===== config.mk =====
export PLATFORM = sky130hd
export DESIGN_NAME = masc_step_cfg
export DESIGN_NICKNAME = d
export VERILOG_FILES = /design/src/verilog/masc_pkg.sv /design/src/verilog/masc_step_cfg.sv
export SDC_FILE = /design/constraint.sdc
export NUM_CORES = 1
export LEC_CHECK = 0
export ABC_AREA = 1
export BUFFER_PORTS_ARGS = -buffer_cell sky130_fd_sc_hd__buf_4
export CORE_MARGIN = 3
export CORE_UTILIZATION = 47
export CTS_CLUSTER_DIAMETER = 100
export DETAILED_ROUTE_END_ITERATION = 12
export PLACE_DENSITY = 0.84
export REMOVE_ABC_BUFFERS = 1
export SLEW_MARGIN = 15
export SYNTH_ARGS = -nofsm -noshare
export SYNTH_HDL_FRONTEND = slang
export SYNTH_SLANG_ARGS = --single-unit

===== constraint.sdc =====
create_clock -name core_clk -period 1.35 [get_ports core_clk]
set_clock_uncertainty 0.2 [all_clocks]
set_input_delay 0.27 -clock core_clk [delete_from_list [all_inputs] [get_ports core_clk]]
set_output_delay 0.27 -clock core_clk [all_outputs]
set_load 0.01 [all_outputs]

===== src/verilog/masc_pkg.sv =====
package masc_pkg;
  localparam logic [7:0]  MASC_STEP11_IDX   = 8'hDB;
  localparam logic [7:0]  MASC_STEP12_IDX   = 8'hDC;
  localparam logic [11:0] MASC_STEP11_ADDR  = {2'b00, MASC_STEP11_IDX, 2'b00};
  localparam logic [11:0] MASC_STEP12_ADDR  = {2'b00, MASC_STEP12_IDX, 2'b00};
  localparam logic [15:0] MASC_STEP11_RST   = 16'h000B;
  localparam logic [15:0] MASC_STEP12_RST   = 16'h000C;
  localparam int          MASC_INCL_BIT     = 15;
  localparam int          MASC_GAIN_HI      = 14;
  localparam int          MASC_GAIN_LO      = 13;
  localparam int          MASC_NEG_BIT      = 4;
  localparam int          MASC_POS_HI       = 3;
  localparam int          MASC_POS_LO       = 0;
  localparam logic [15:0] MASC_WRITE_MASK   = 16'hE01F;
  localparam logic [3:0]  MASC_POS_TEMP     = 4'h8;
  localparam logic [3:0]  MASC_POS_SHORT    = 4'h9;
  localparam logic [2:0]  MASC_GAIN_X1      = 3'h1;
  localparam logic [2:0]  MASC_GAIN_X2      = 3'h2;
  localparam logic [2:0]  MASC_GAIN_X4      = 3'h4;
  localparam int          MASC_NSTEP        = 2;
endpackage


===== src/verilog/masc_step_cfg.sv =====
module masc_step_cfg
  import masc_pkg::*;
(
  input  wire logic        core_clk,
  input  wire logic        arst_n,
  input  wire logic        clk_en,
  input  wire logic        psel,
  input  wire logic        penable,
  input  wire logic        pwrite,
  input  wire logic [11:0] paddr,
  input  wire logic [31:0] pwdata,
  input  wire logic [3:0]  pstrb,
  output logic      [31:0] prdata,
  output logic             pready,
  output logic             pslverr,
  output logic      [1:0]  step_include_bit,
  output logic      [5:0]  step_gain_x,
  output logic      [1:0]  step_neg_is_input_seven,
  output logic      [1:0]  step_neg_auto,
  output logic      [1:0]  step_pos_is_external,
  output logic      [7:0]  step_pos_input_sel,
  output logic      [1:0]  step_skip
);

  // Bus answer state
  logic [31:0] prdata_q;
  logic [31:0] prdata_d;
  logic        pready_q;
  logic        pready_d;
  logic        pslverr_q;
  logic        pslverr_d;

  // Address decode and write qualifiers
  logic [1:0]  hit;
  logic [1:0]  wr_en;
  logic        setup;
  logic        access_wr;
  logic [15:0] rd_word;
  logic [15:0] cfg_view [MASC_NSTEP];

  assign hit[0]    = (paddr == MASC_STEP11_ADDR);
  assign hit[1]    = (paddr == MASC_STEP12_ADDR);
  assign setup     = psel && !penable;
  assign access_wr = psel && penable && pwrite && pready_q;
  assign wr_en     = access_wr ? hit : 2'b00;

  // Read word of the addressed step
  always_comb begin
    rd_word = 16'h0000;
    if (hit[0]) begin
      rd_word = cfg_view[0] & MASC_WRITE_MASK;
    end else if (hit[1]) begin
      rd_word = cfg_view[1] & MASC_WRITE_MASK;
    end
  end

  // One answer per setup cycle, no wait states
  always_comb begin
    pready_d  = 1'b0;
    pslverr_d = 1'b0;
    if (setup) begin
      pready_d  = 1'b1;
      pslverr_d = (hit == 2'b00);
    end
  end

  always_ff @(posedge core_clk or negedge arst_n) begin
    if (!arst_n) begin
      pready_q  <= 1'b0;
      pslverr_q <= 1'b0;
    end else if (clk_en) begin
      pready_q  <= pready_d;
      pslverr_q <= pslverr_d;
    end
  end

  // Read data is loaded at setup and kept afterwards
  always_comb begin
    prdata_d = prdata_q;
    if (setup) begin
      if (pwrite) begin
        prdata_d = 32'h0000_0000;
      end else begin
        prdata_d = {16'h0000, rd_word};
      end
    end
  end

  always_ff @(posedge core_clk or negedge arst_n) begin
    if (!arst_n) begin
      prdata_q <= 32'h0000_0000;
    end else if (clk_en) begin
      prdata_q <= prdata_d;
    end
  end

  assign prdata  = prdata_q;
  assign pready  = pready_q;
  assign pslverr = pslverr_q;

  // Per step: stored fields, then decode one cycle later
  for (genvar i = 0; i < MASC_NSTEP; i++) begin : g_step
    localparam logic [15:0] RST_CFG   = (i == 0) ? MASC_STEP11_RST : MASC_STEP12_RST;
    localparam logic        RST_INCL  = RST_CFG[MASC_INCL_BIT];
    localparam logic [1:0]  RST_GCODE = RST_CFG[MASC_GAIN_HI:MASC_GAIN_LO];
    localparam logic        RST_NEG   = RST_CFG[MASC_NEG_BIT];
    localparam logic [3:0]  RST_POS   = RST_CFG[MASC_POS_HI:MASC_POS_LO];
    localparam logic        RST_EXT   = !RST_POS[MASC_POS_HI];
    localparam logic        RST_NEG7  = RST_NEG && RST_EXT;
    localparam logic [2:0]  RST_GAIN  = (RST_GCODE == 2'b00) ? MASC_GAIN_X1 :
                                        (RST_GCODE == 2'b01) ? MASC_GAIN_X2 : MASC_GAIN_X4;

    logic        we_hi;
    logic        we_lo;
    logic        en_fld_q;
    logic        en_fld_d;
    logic [1:0]  gcode_q;
    logic [1:0]  gcode_d;
    logic        negsel_q;
    logic        negsel_d;
    logic [3:0]  pcode_q;
    logic [3:0]  pcode_d;
    logic        incl_q;
    logic        incl_d;
    logic        skip_q;
    logic        skip_d;
    logic [2:0]  gain_q;
    logic [2:0]  gain_d;
    logic        negsev_q;
    logic        negsev_d;
    logic        negauto_q;
    logic        negauto_d;
    logic        posext_q;
    logic        posext_d;
    logic [3:0]  possel_q;
    logic [3:0]  possel_d;

    // Byte strobes gate the two halves of a write
    assign we_hi = wr_en[i] && pstrb[1];
    assign we_lo = wr_en[i] && pstrb[0];

    // Include and gain live in the upper byte
    always_comb begin
      en_fld_d = en_fld_q;
      gcode_d  = gcode_q;
      if (we_hi) begin
        en_fld_d = pwdata[MASC_INCL_BIT];
        gcode_d  = pwdata[MASC_GAIN_HI:MASC_GAIN_LO];
      end
    end

    always_ff @(posedge core_clk or negedge arst_n) begin
      if (!arst_n) begin
        en_fld_q <= RST_INCL;
        gcode_q  <= RST_GCODE;
      end else if (clk_en) begin
        en_fld_q <= en_fld_d;
        gcode_q  <= gcode_d;
      end
    end

    // Input selects live in the lower byte
    always_comb begin
      negsel_d = negsel_q;
      pcode_d  = pcode_q;
      if (we_lo) begin
        negsel_d = pwdata[MASC_NEG_BIT];
        pcode_d  = pwdata[MASC_POS_HI:MASC_POS_LO];
      end
    end

    always_ff @(posedge core_clk or negedge arst_n) begin
      if (!arst_n) begin
        negsel_q <= RST_NEG;
        pcode_q  <= RST_POS;
      end else if (clk_en) begin
        negsel_q <= negsel_d;
        pcode_q  <= pcode_d;
      end
    end

    // Reserved bits are not stored and read as zero
    assign cfg_view[i] = {en_fld_q, gcode_q, 8'h00, negsel_q, pcode_q};

    // Include decode
    always_comb begin
      incl_d = en_fld_q;
    end

    always_ff @(posedge core_clk or negedge arst_n) begin
      if (!arst_n) begin
        incl_q <= RST_INCL;
      end else if (clk_en) begin
        incl_q <= incl_d;
      end
    end

    // Skip flag for the sequencer
    always_comb begin
      skip_d = !en_fld_q;
    end

    always_ff @(posedge core_clk or negedge arst_n) begin
      if (!arst_n) begin
        skip_q <= !RST_INCL;
      end else if (clk_en) begin
        skip_q <= skip_d;
      end
    end

    // Gain decode
    always_comb begin
      gain_d = MASC_GAIN_X1;
      unique case (gcode_q)
        2'b00: begin
          gain_d = MASC_GAIN_X1;
        end
        2'b01: begin
          gain_d = MASC_GAIN_X2;
        end
        2'b10, 2'b11: begin
          gain_d = MASC_GAIN_X4;
        end
      endcase
    end

    always_ff @(posedge core_clk or negedge arst_n) begin
      if (!arst_n) begin
        gain_q <= RST_GAIN;
      end else if (clk_en) begin
        gain_q <= gain_d;
      end
    end

    // Internal sources pick the negative input themselves
    always_comb begin
      negauto_d = pcode_q[MASC_POS_HI];
    end

    always_ff @(posedge core_clk or negedge arst_n) begin
      if (!arst_n) begin
        negauto_q <= !RST_EXT;
      end else if (clk_en) begin
        negauto_q <= negauto_d;
      end
    end

    // Negative select only counts for external sources
    always_comb begin
      negsev_d = negsel_q && !pcode_q[MASC_POS_HI];
    end

    always_ff @(posedge core_clk or negedge arst_n) begin
      if (!arst_n) begin
        negsev_q <= RST_NEG7;
      end else if (clk_en) begin
        negsev_q <= negsev_d;
      end
    end

    // Positive source class
    always_comb begin
      posext_d = !pcode_q[MASC_POS_HI];
    end

    always_ff @(posedge core_clk or negedge arst_n) begin
      if (!arst_n) begin
        posext_q <= RST_EXT;
      end else if (clk_en) begin
        posext_q <= posext_d;
      end
    end

    // Raw positive code
    always_comb begin
      possel_d = pcode_q;
    end

    always_ff @(posedge core_clk or negedge arst_n) begin
      if (!arst_n) begin
        possel_q <= RST_POS;
      end else if (clk_en) begin
        possel_q <= possel_d;
      end
    end

    assign step_include_bit[i]          = incl_q;
    assign step_skip[i]                 = skip_q;
    assign step_gain_x[3*i +: 3]        = gain_q;
    assign step_neg_is_input_seven[i]   = negsev_q;
    assign step_neg_auto[i]             = negauto_q;
    assign step_pos_is_external[i]      = posext_q;
    assign step_pos_input_sel[4*i +: 4] = possel_q;
  end

endmodule


==> impl_metrics.ini, run 1 <==
[global_route]
top_usage_layer = met2
grt_pass1_vias = 1920
grt_max_degree = 33
gr-usage-met1 = 0.2378
grtUsageMet2 = 0.3114
antenna_found_initial = 0
overflow = 0
gr-usage-all-layers = 0.1849
use_met3 = 0.04762
grt_pass1_wl_um = 9066

[finish]
layout-drive-gt1-share = 0.3680
area_delta_synth_final_pct = 33.12
fin_util = 0.6747
nNetsFinal = 428
fillers = 400
stdcell_count = 442
antenna_cells = 0
finalInstanceArea_mm2 = 0.003334

[detailed_routing]
drt_first_pass_iters = 4
drc = 0
drt-initial-drc-count = 138
antenna_left = 0
vias_per_cell = 4.765
finalWirelength_um = 5785
routedWlPerCell_um = 13.09
route.vias.total = 2106

[worst_hold_path]
hold_path.class = in2reg
hold_path_depth = 3
hp-start = pwdata[15]

[placed_design]
port_buffers = 61
globalplace.congestion = 0.7903
place_area_mm2 = 0.002989
dpl_worst_slack_ns = -0.2340
hpwl_um = 4237
dpl.cell_count = 418

[timing]
finalSetupViolCount = 12
slew_violations = 0
fin_ws_ns = -0.1040
hold_viol_final = 0
post-route-min-period_ns = 1.454
rsz0062_at_grt = true
max_freq_mhz = 687.8
min_period_over_period = 1.077
hold_ws_ns = 0.009349

[clock_tree]
cts.clk_slew.worst_paths_ns = 0.09
h-tree-depth = 2
cts_root_buf = clkbuf_8
cts_buffers = 5
tritoncts = yes
clock_latency_ns = 0.31
clock_path_buffers = 2
clock_sinks = 48

[critical_path]
cpMaxStageDelayCell = dfstp_2
path_cells = buf_4
startpoint_type = flip-flop
critical_path_required_ns = 0.88
critPathBufInv = 1
timing.rr.start = pready
cp-startpoint = g_step[0].negauto_q
path_depth = 1
critPathMaxFanout = 3
cp_top_family = flip-flops
endpoint_kind = output pin
critPathMaxStageDelay_ns = 0.56
arrival_ns = 0.98
r2r_cells = 5
path_class = reg2out

[synthesis]
ys.flop_type = dfrtp_1
synth_area_leader_cell = dfrtp_1
synth_most_common_cell = nand2_1
yosysTopAreaCellShare = 0.3397
synthTopCellsByCount = 101 x nand2_1, 37 x buf_4, 34 x dfrtp_1
synth_warnings = 0
ys_seq_elements = 48
synthArstFlopShare = 1.000
postSynthAreaPerCell_um2 = 8.463
netlist_instances = 296
ys_seq_area_frac = 0.4865
ys_types = 25
synth-edff-count = 0
synthesis.area_mm2 = 0.002505
synth_area_leaders = dfrtp_1 34%, nand2_1 15%, dfstp_2 15%

[die]
start_util = 0.5068
die_area_mm2 = 0.006242
fp.coreArea_mm2 = 0.004942
fp.dieH_um = 79.01
num_rows = 25
die_w_um = 79.01
io_pins = 112

[status]
status = complete, but fails checks
violations = negative setup slack

[power]
peakVddDrop_mv = 0.5718
powerDensity_mw_per_mm2 = 831.1
leakage_uw = 0.001896

[job]
maxCapViolations = 0
## registers in the layout (all words and copies together) (netlist names)
name,flops
g_step.pcode_q,8
prdata,8
g_step.gain_q,6
g_step.possel_q,6
g_step.gcode_q,4
g_step.en_fld_q,2
g_step.incl_q,2
g_step.negauto_q,2
g_step.negsel_q,2
g_step.negsev_q,2
g_step.posext_q,2
g_step.skip_q,2
pready,1
pslverr,1
## power breakdown
group	internal, uW	switching, uW
clock	419	496
sequential	1470	18.0
combinational	167	200
## cells in the final DEF (no fill, tap or decap), drive strengths merged
cell type      n
nand2        106
buf           84
dfrtp         34
inv           28
conb          24
nand3         24
nor2          21
o21ai         17
dfstp         14
clkbuf         6
dlygate4sd3    6
nand4          4
nor3           2
a22o           2
clkinv         2
o31ai          1
## per-stage QoR
step                total power (uW)  setup TNS (ns)
floorplan                       1634          -1.540
global placement                1835          -2.856
detailed placement              1843          -3.345
CTS                             2790          -1.093
global route                    2895          -1.552
finish                          2771          -1.003
## what timing repair did
item	CTS	global route
pin swaps	0	6
gates resized for setup	12	15
setup endpoints to repair	17	32
gates cloned	0	1
hold endpoints to repair	47	0
setup buffers	3	6
hold buffers	6	0
## worst reg2reg max path: stages (launching register included)
cell	delay, ns
dfrtp_1	0.42
nand4_4	0.17
nor2_8	0.22
buf_12	0.14
nand3_1	0.06
nand2_1	0.07
## area by class of cell
class                           count  area (um2)  area share
Clock buffer                        6       82.58     0.02477
Clock inverter                      2       13.76    0.004128
Inverter                           28       110.1     0.03302
Multi-Input combinational cell    201        1015      0.3043
Sequential cell                    48        1219      0.3655
Tap cell                           67       83.83     0.02514
Timing Repair Buffer               90       810.8      0.2432
## logic make-up (layout without fill, tap and decap cells)
logic type	after synthesis	in the layout	synth area share
flops	48	48	0.4865
other cells	1	24	0.001497
compound gates	20	20	0.04396
buf+inv	71	126	0.1663
simple gates	156	157	0.3017
## metal layers
metal  vias up  part of all wire
li1       1017                 -
met5         -                 0
met3         8             0.064
met2        77              0.51
met1      1004              0.41
met4         0             0.012
## final timing paths
path	end	slack [ns]
worst min-delay path	g_step[1].en_fld_q	0.009
worst max-delay path	step_pos_input_sel[3]	-0.10
worst max register to register	g_step[0].pcode_q[1]	0.03
worst min register to register	g_step[0].possel_q[0]	0.28
max in group asynchronous	g_step[0].gain_q[0]	0.29
min in group asynchronous	g_step[1].incl_q	0.15
No activity file was read; power rests on OpenSTA's default activity.
==> run 2: changes to the inputs <==
--- a/config.mk
+++ b/config.mk
@@ -5,13 +5,13 @@
 export SDC_FILE = /design/constraint.sdc
 export NUM_CORES = 1
 export LEC_CHECK = 0
-export ABC_AREA = 1
 export BUFFER_PORTS_ARGS = -buffer_cell sky130_fd_sc_hd__buf_4
 export CORE_MARGIN = 3
-export CORE_UTILIZATION = 47
+export CORE_UTILIZATION = 48
+export CTS_BUF_LIST = sky130_fd_sc_hd__clkbuf_4 sky130_fd_sc_hd__clkbuf_8
 export CTS_CLUSTER_DIAMETER = 100
 export DETAILED_ROUTE_END_ITERATION = 12
-export PLACE_DENSITY = 0.84
+export PLACE_DENSITY = 0.87
 export REMOVE_ABC_BUFFERS = 1
 export SLEW_MARGIN = 15
 export SYNTH_ARGS = -nofsm -noshare
==> run 2 against run 1 <==
The run still ends with negative setup slack left. First-iteration DRC count is 22% lower. Via count shrank 23%. Sequential share of layout area up 2.8 points. Critical path type is now reg2reg. Highest routed layer unchanged.
==> impl_metrics.ini, run 2 <==
[status]
status = complete, but fails checks
violations = negative setup slack

[synthesis]
synth_xor_xnor_area_share = 0
synthesis.area_mm2 = 0.002330
synthArstFlopShare = 1.000
synth_warnings = 0
synthTopCellsByCount = 36 x buf_4, 34 x dfrtp_1, 30 x mux2_2
synth_simple_gate_area_frac = 0.1004
ys.flop_type = dfrtp_1
muxShareOfSynthArea = 0.1622
synth_top_family_by_area = multiplexers
postSynthAreaPerCell_um2 = 12.26
ys_types = 29
yosysTopAreaCellShare = 0.3652
netlist_instances = 190
synth_compound_area_frac = 0.06713
ys_seq_area_frac = 0.5231
ys_seq_elements = 48
synth-adder-area-share = 0
synth-edff-count = 0
synth_area_leaders = dfrtp_1 37%, dfstp_2 16%, mux2_2 15%
synth_most_common_cell = buf_4
synth_area_leader_cell = dfrtp_1

[die]
fp.dieH_um = 75.67
die_area_mm2 = 0.005725
die_w_um = 75.67
start_util = 0.5172
io_pins = 112
fp.coreArea_mm2 = 0.004504
num_rows = 24

[placed_design]
globalplace.congestion = 0.8011
hpwl_um = 3504
port_buffers = 61
dpl_worst_slack_ns = -0.5872

[worst_hold_path]
hold_path.class = in2reg

[timing]
post-route-min-period_ns = 1.708
finalSetupViolCount = 36
fin_ws_ns = -0.3584
slew_violations = 0
tns_ns = -6.314
rsz0062_at_grt = true
max_freq_mhz = 585.4
hold_viol_final = 0
min_period_over_period = 1.265

[critical_path]
startpoint_type = flip-flop
ff2ff_setup_slack_ns = -0.36
endpoint_kind = flip-flop
arrival_ns = 1.70
critical_path_required_ns = 1.35
path_class = reg2reg
critPathMaxFanout = 5

[power]
switching_power_uw = 634.3
peakVddDrop_mv = 0.6533
pwr-share-seq = 0.525
power.share.clock = 0.386
leakage_uw = 0.001537
switching_share = 0.2303
p_int_uw = 2120
comb_power_share = 0.089
powerDensity_mw_per_mm2 = 888.9

[detailed_routing]
drc = 0
antenna_left = 0
finalWirelength_um = 5392
drt-initial-drc-count = 107
route.vias.total = 1625
drt_first_pass_iters = 4
routedWlPerCell_um = 17.39
vias_per_cell = 5.242

[finish]
layout-drive-gt1-share = 0.5775
final_common_cell = buf_4
antenna_cells = 0
area_delta_synth_final_pct = 32.98
mostFrequentLayoutCells = 57 x buf_4, 34 x dfrtp_1, 24 x conb_1
nNetsFinal = 311
fillers = 306

[global_route]
grt_pass1_wl_um = 7748
overflow = 0
antenna_found_initial = 0
grt_max_degree = 36
grt_pass1_vias = 1568
gr-usage-all-layers = 0.1858

[clock_tree]
clock_path_buffers = 2
cts_buffers = 5
cts.clk_slew.worst_paths_ns = 0.08
clock_latency_ns = 0.31
clock_sinks = 48
tritoncts = yes
h-tree-depth = 2
cts_root_buf = clkbuf_8

[job]
maxCapViolations = 0
run 2: kinds of logic (layout without fill, tap and decap cells):
| group | Yosys count | in the layout |
|---|---|---|
| other | 1 | 24 |
| flip-flops | 48 | 48 |
| AND/OR/NAND/NOR | 32 | 32 |
| multiplexers | 34 | 34 |
| AO/OA/AOI/OAI | 23 | 23 |
| buffers and inverters | 52 | 97 |
run 2: power by group through the flow:
stage | clock (uW) | combinational, uW | sequential, uW
after floorplan | 0 | 62.9 | 1480
after global placement | 0 | 218 | 1470
after detailed placement | 0 | 222 | 1470
after CTS | 1070 | 233 | 1450
after global routing | 1130 | 268 | 1450
final | 1060 | 245 | 1450
run 2: cell type report:
type                       count  area [um2]  share of cell area
sequential                    48        1219              0.3934
multi-input combinational    113       983.4              0.3174
inverter                      10       37.54             0.01212
timing repair buffer          79       681.9              0.2201
clock buffer                   6       76.32             0.02464
tap                           52       65.06             0.02100
clock inverter                 2       35.03             0.01131
run 2: what timing repair did:
action                     in CTS  in global routing
setup buffers                   3                  4
hold buffers                    1                  1
setup endpoints to repair      36                 40
resized for setup              29                 16
pin swaps                      10                  9
cloned                          0                  0
hold endpoints to repair       37                  1
run 2: worst paths after layout:
check / from / endpoint / cells past startpoint
min in group asynchronous: arst_n / g_step[1].incl_q / 2
worst max-delay path: pready / g_step[1].pcode_q[0] / 5
worst min register to register: g_step[1].en_fld_q / g_step[1].skip_q / 1
max in group asynchronous: arst_n / g_step[0].possel_q[0] / 3
worst max register to register: pready / g_step[1].pcode_q[0] / 5
worst min-delay path: pwdata[1] / g_step[1].pcode_q[1] / 2
run 2: layer usage:
| layer | track usage | share of wire | vias up |
|---|---|---|---|
| li1 | - | - | 732 |
| met1 | 0.2297 | 0.40 | 810 |
| met2 | 0.3078 | 0.52 | 72 |
| met3 | 0.03958 | 0.059 | 11 |
| met4 | 0.09320 | 0.021 | 0 |
| met5 | 0 | 0 | - |
run 2: worst max-delay path, stage by stage (launching register included):
cell and delay, ns:
dfrtp_1 0.35, and4_4 0.26, nand3_4 0.12, nor3_4 0.21, buf_6 0.16, mux2_4 0.30
run 2: stage by stage:
step | power, uW | hold WS [ns] | instances | area (um2) | util
finish | 2754 | 0.0008568 | 310 | 3098 | 0.6878
detailed placement | 1695 | -0.06161 | 295 | 2733 | 0.6067
global route | 2842 | -0.01028 | 310 | 3098 | 0.6878
floorplan | 1539 | -0.2256 | 171 | 2115 | -
global placement | 1691 | -0.06683 | 295 | 2733 | 0.6067
CTS | 2746 | 0.001139 | 306 | 2992 | 0.6642
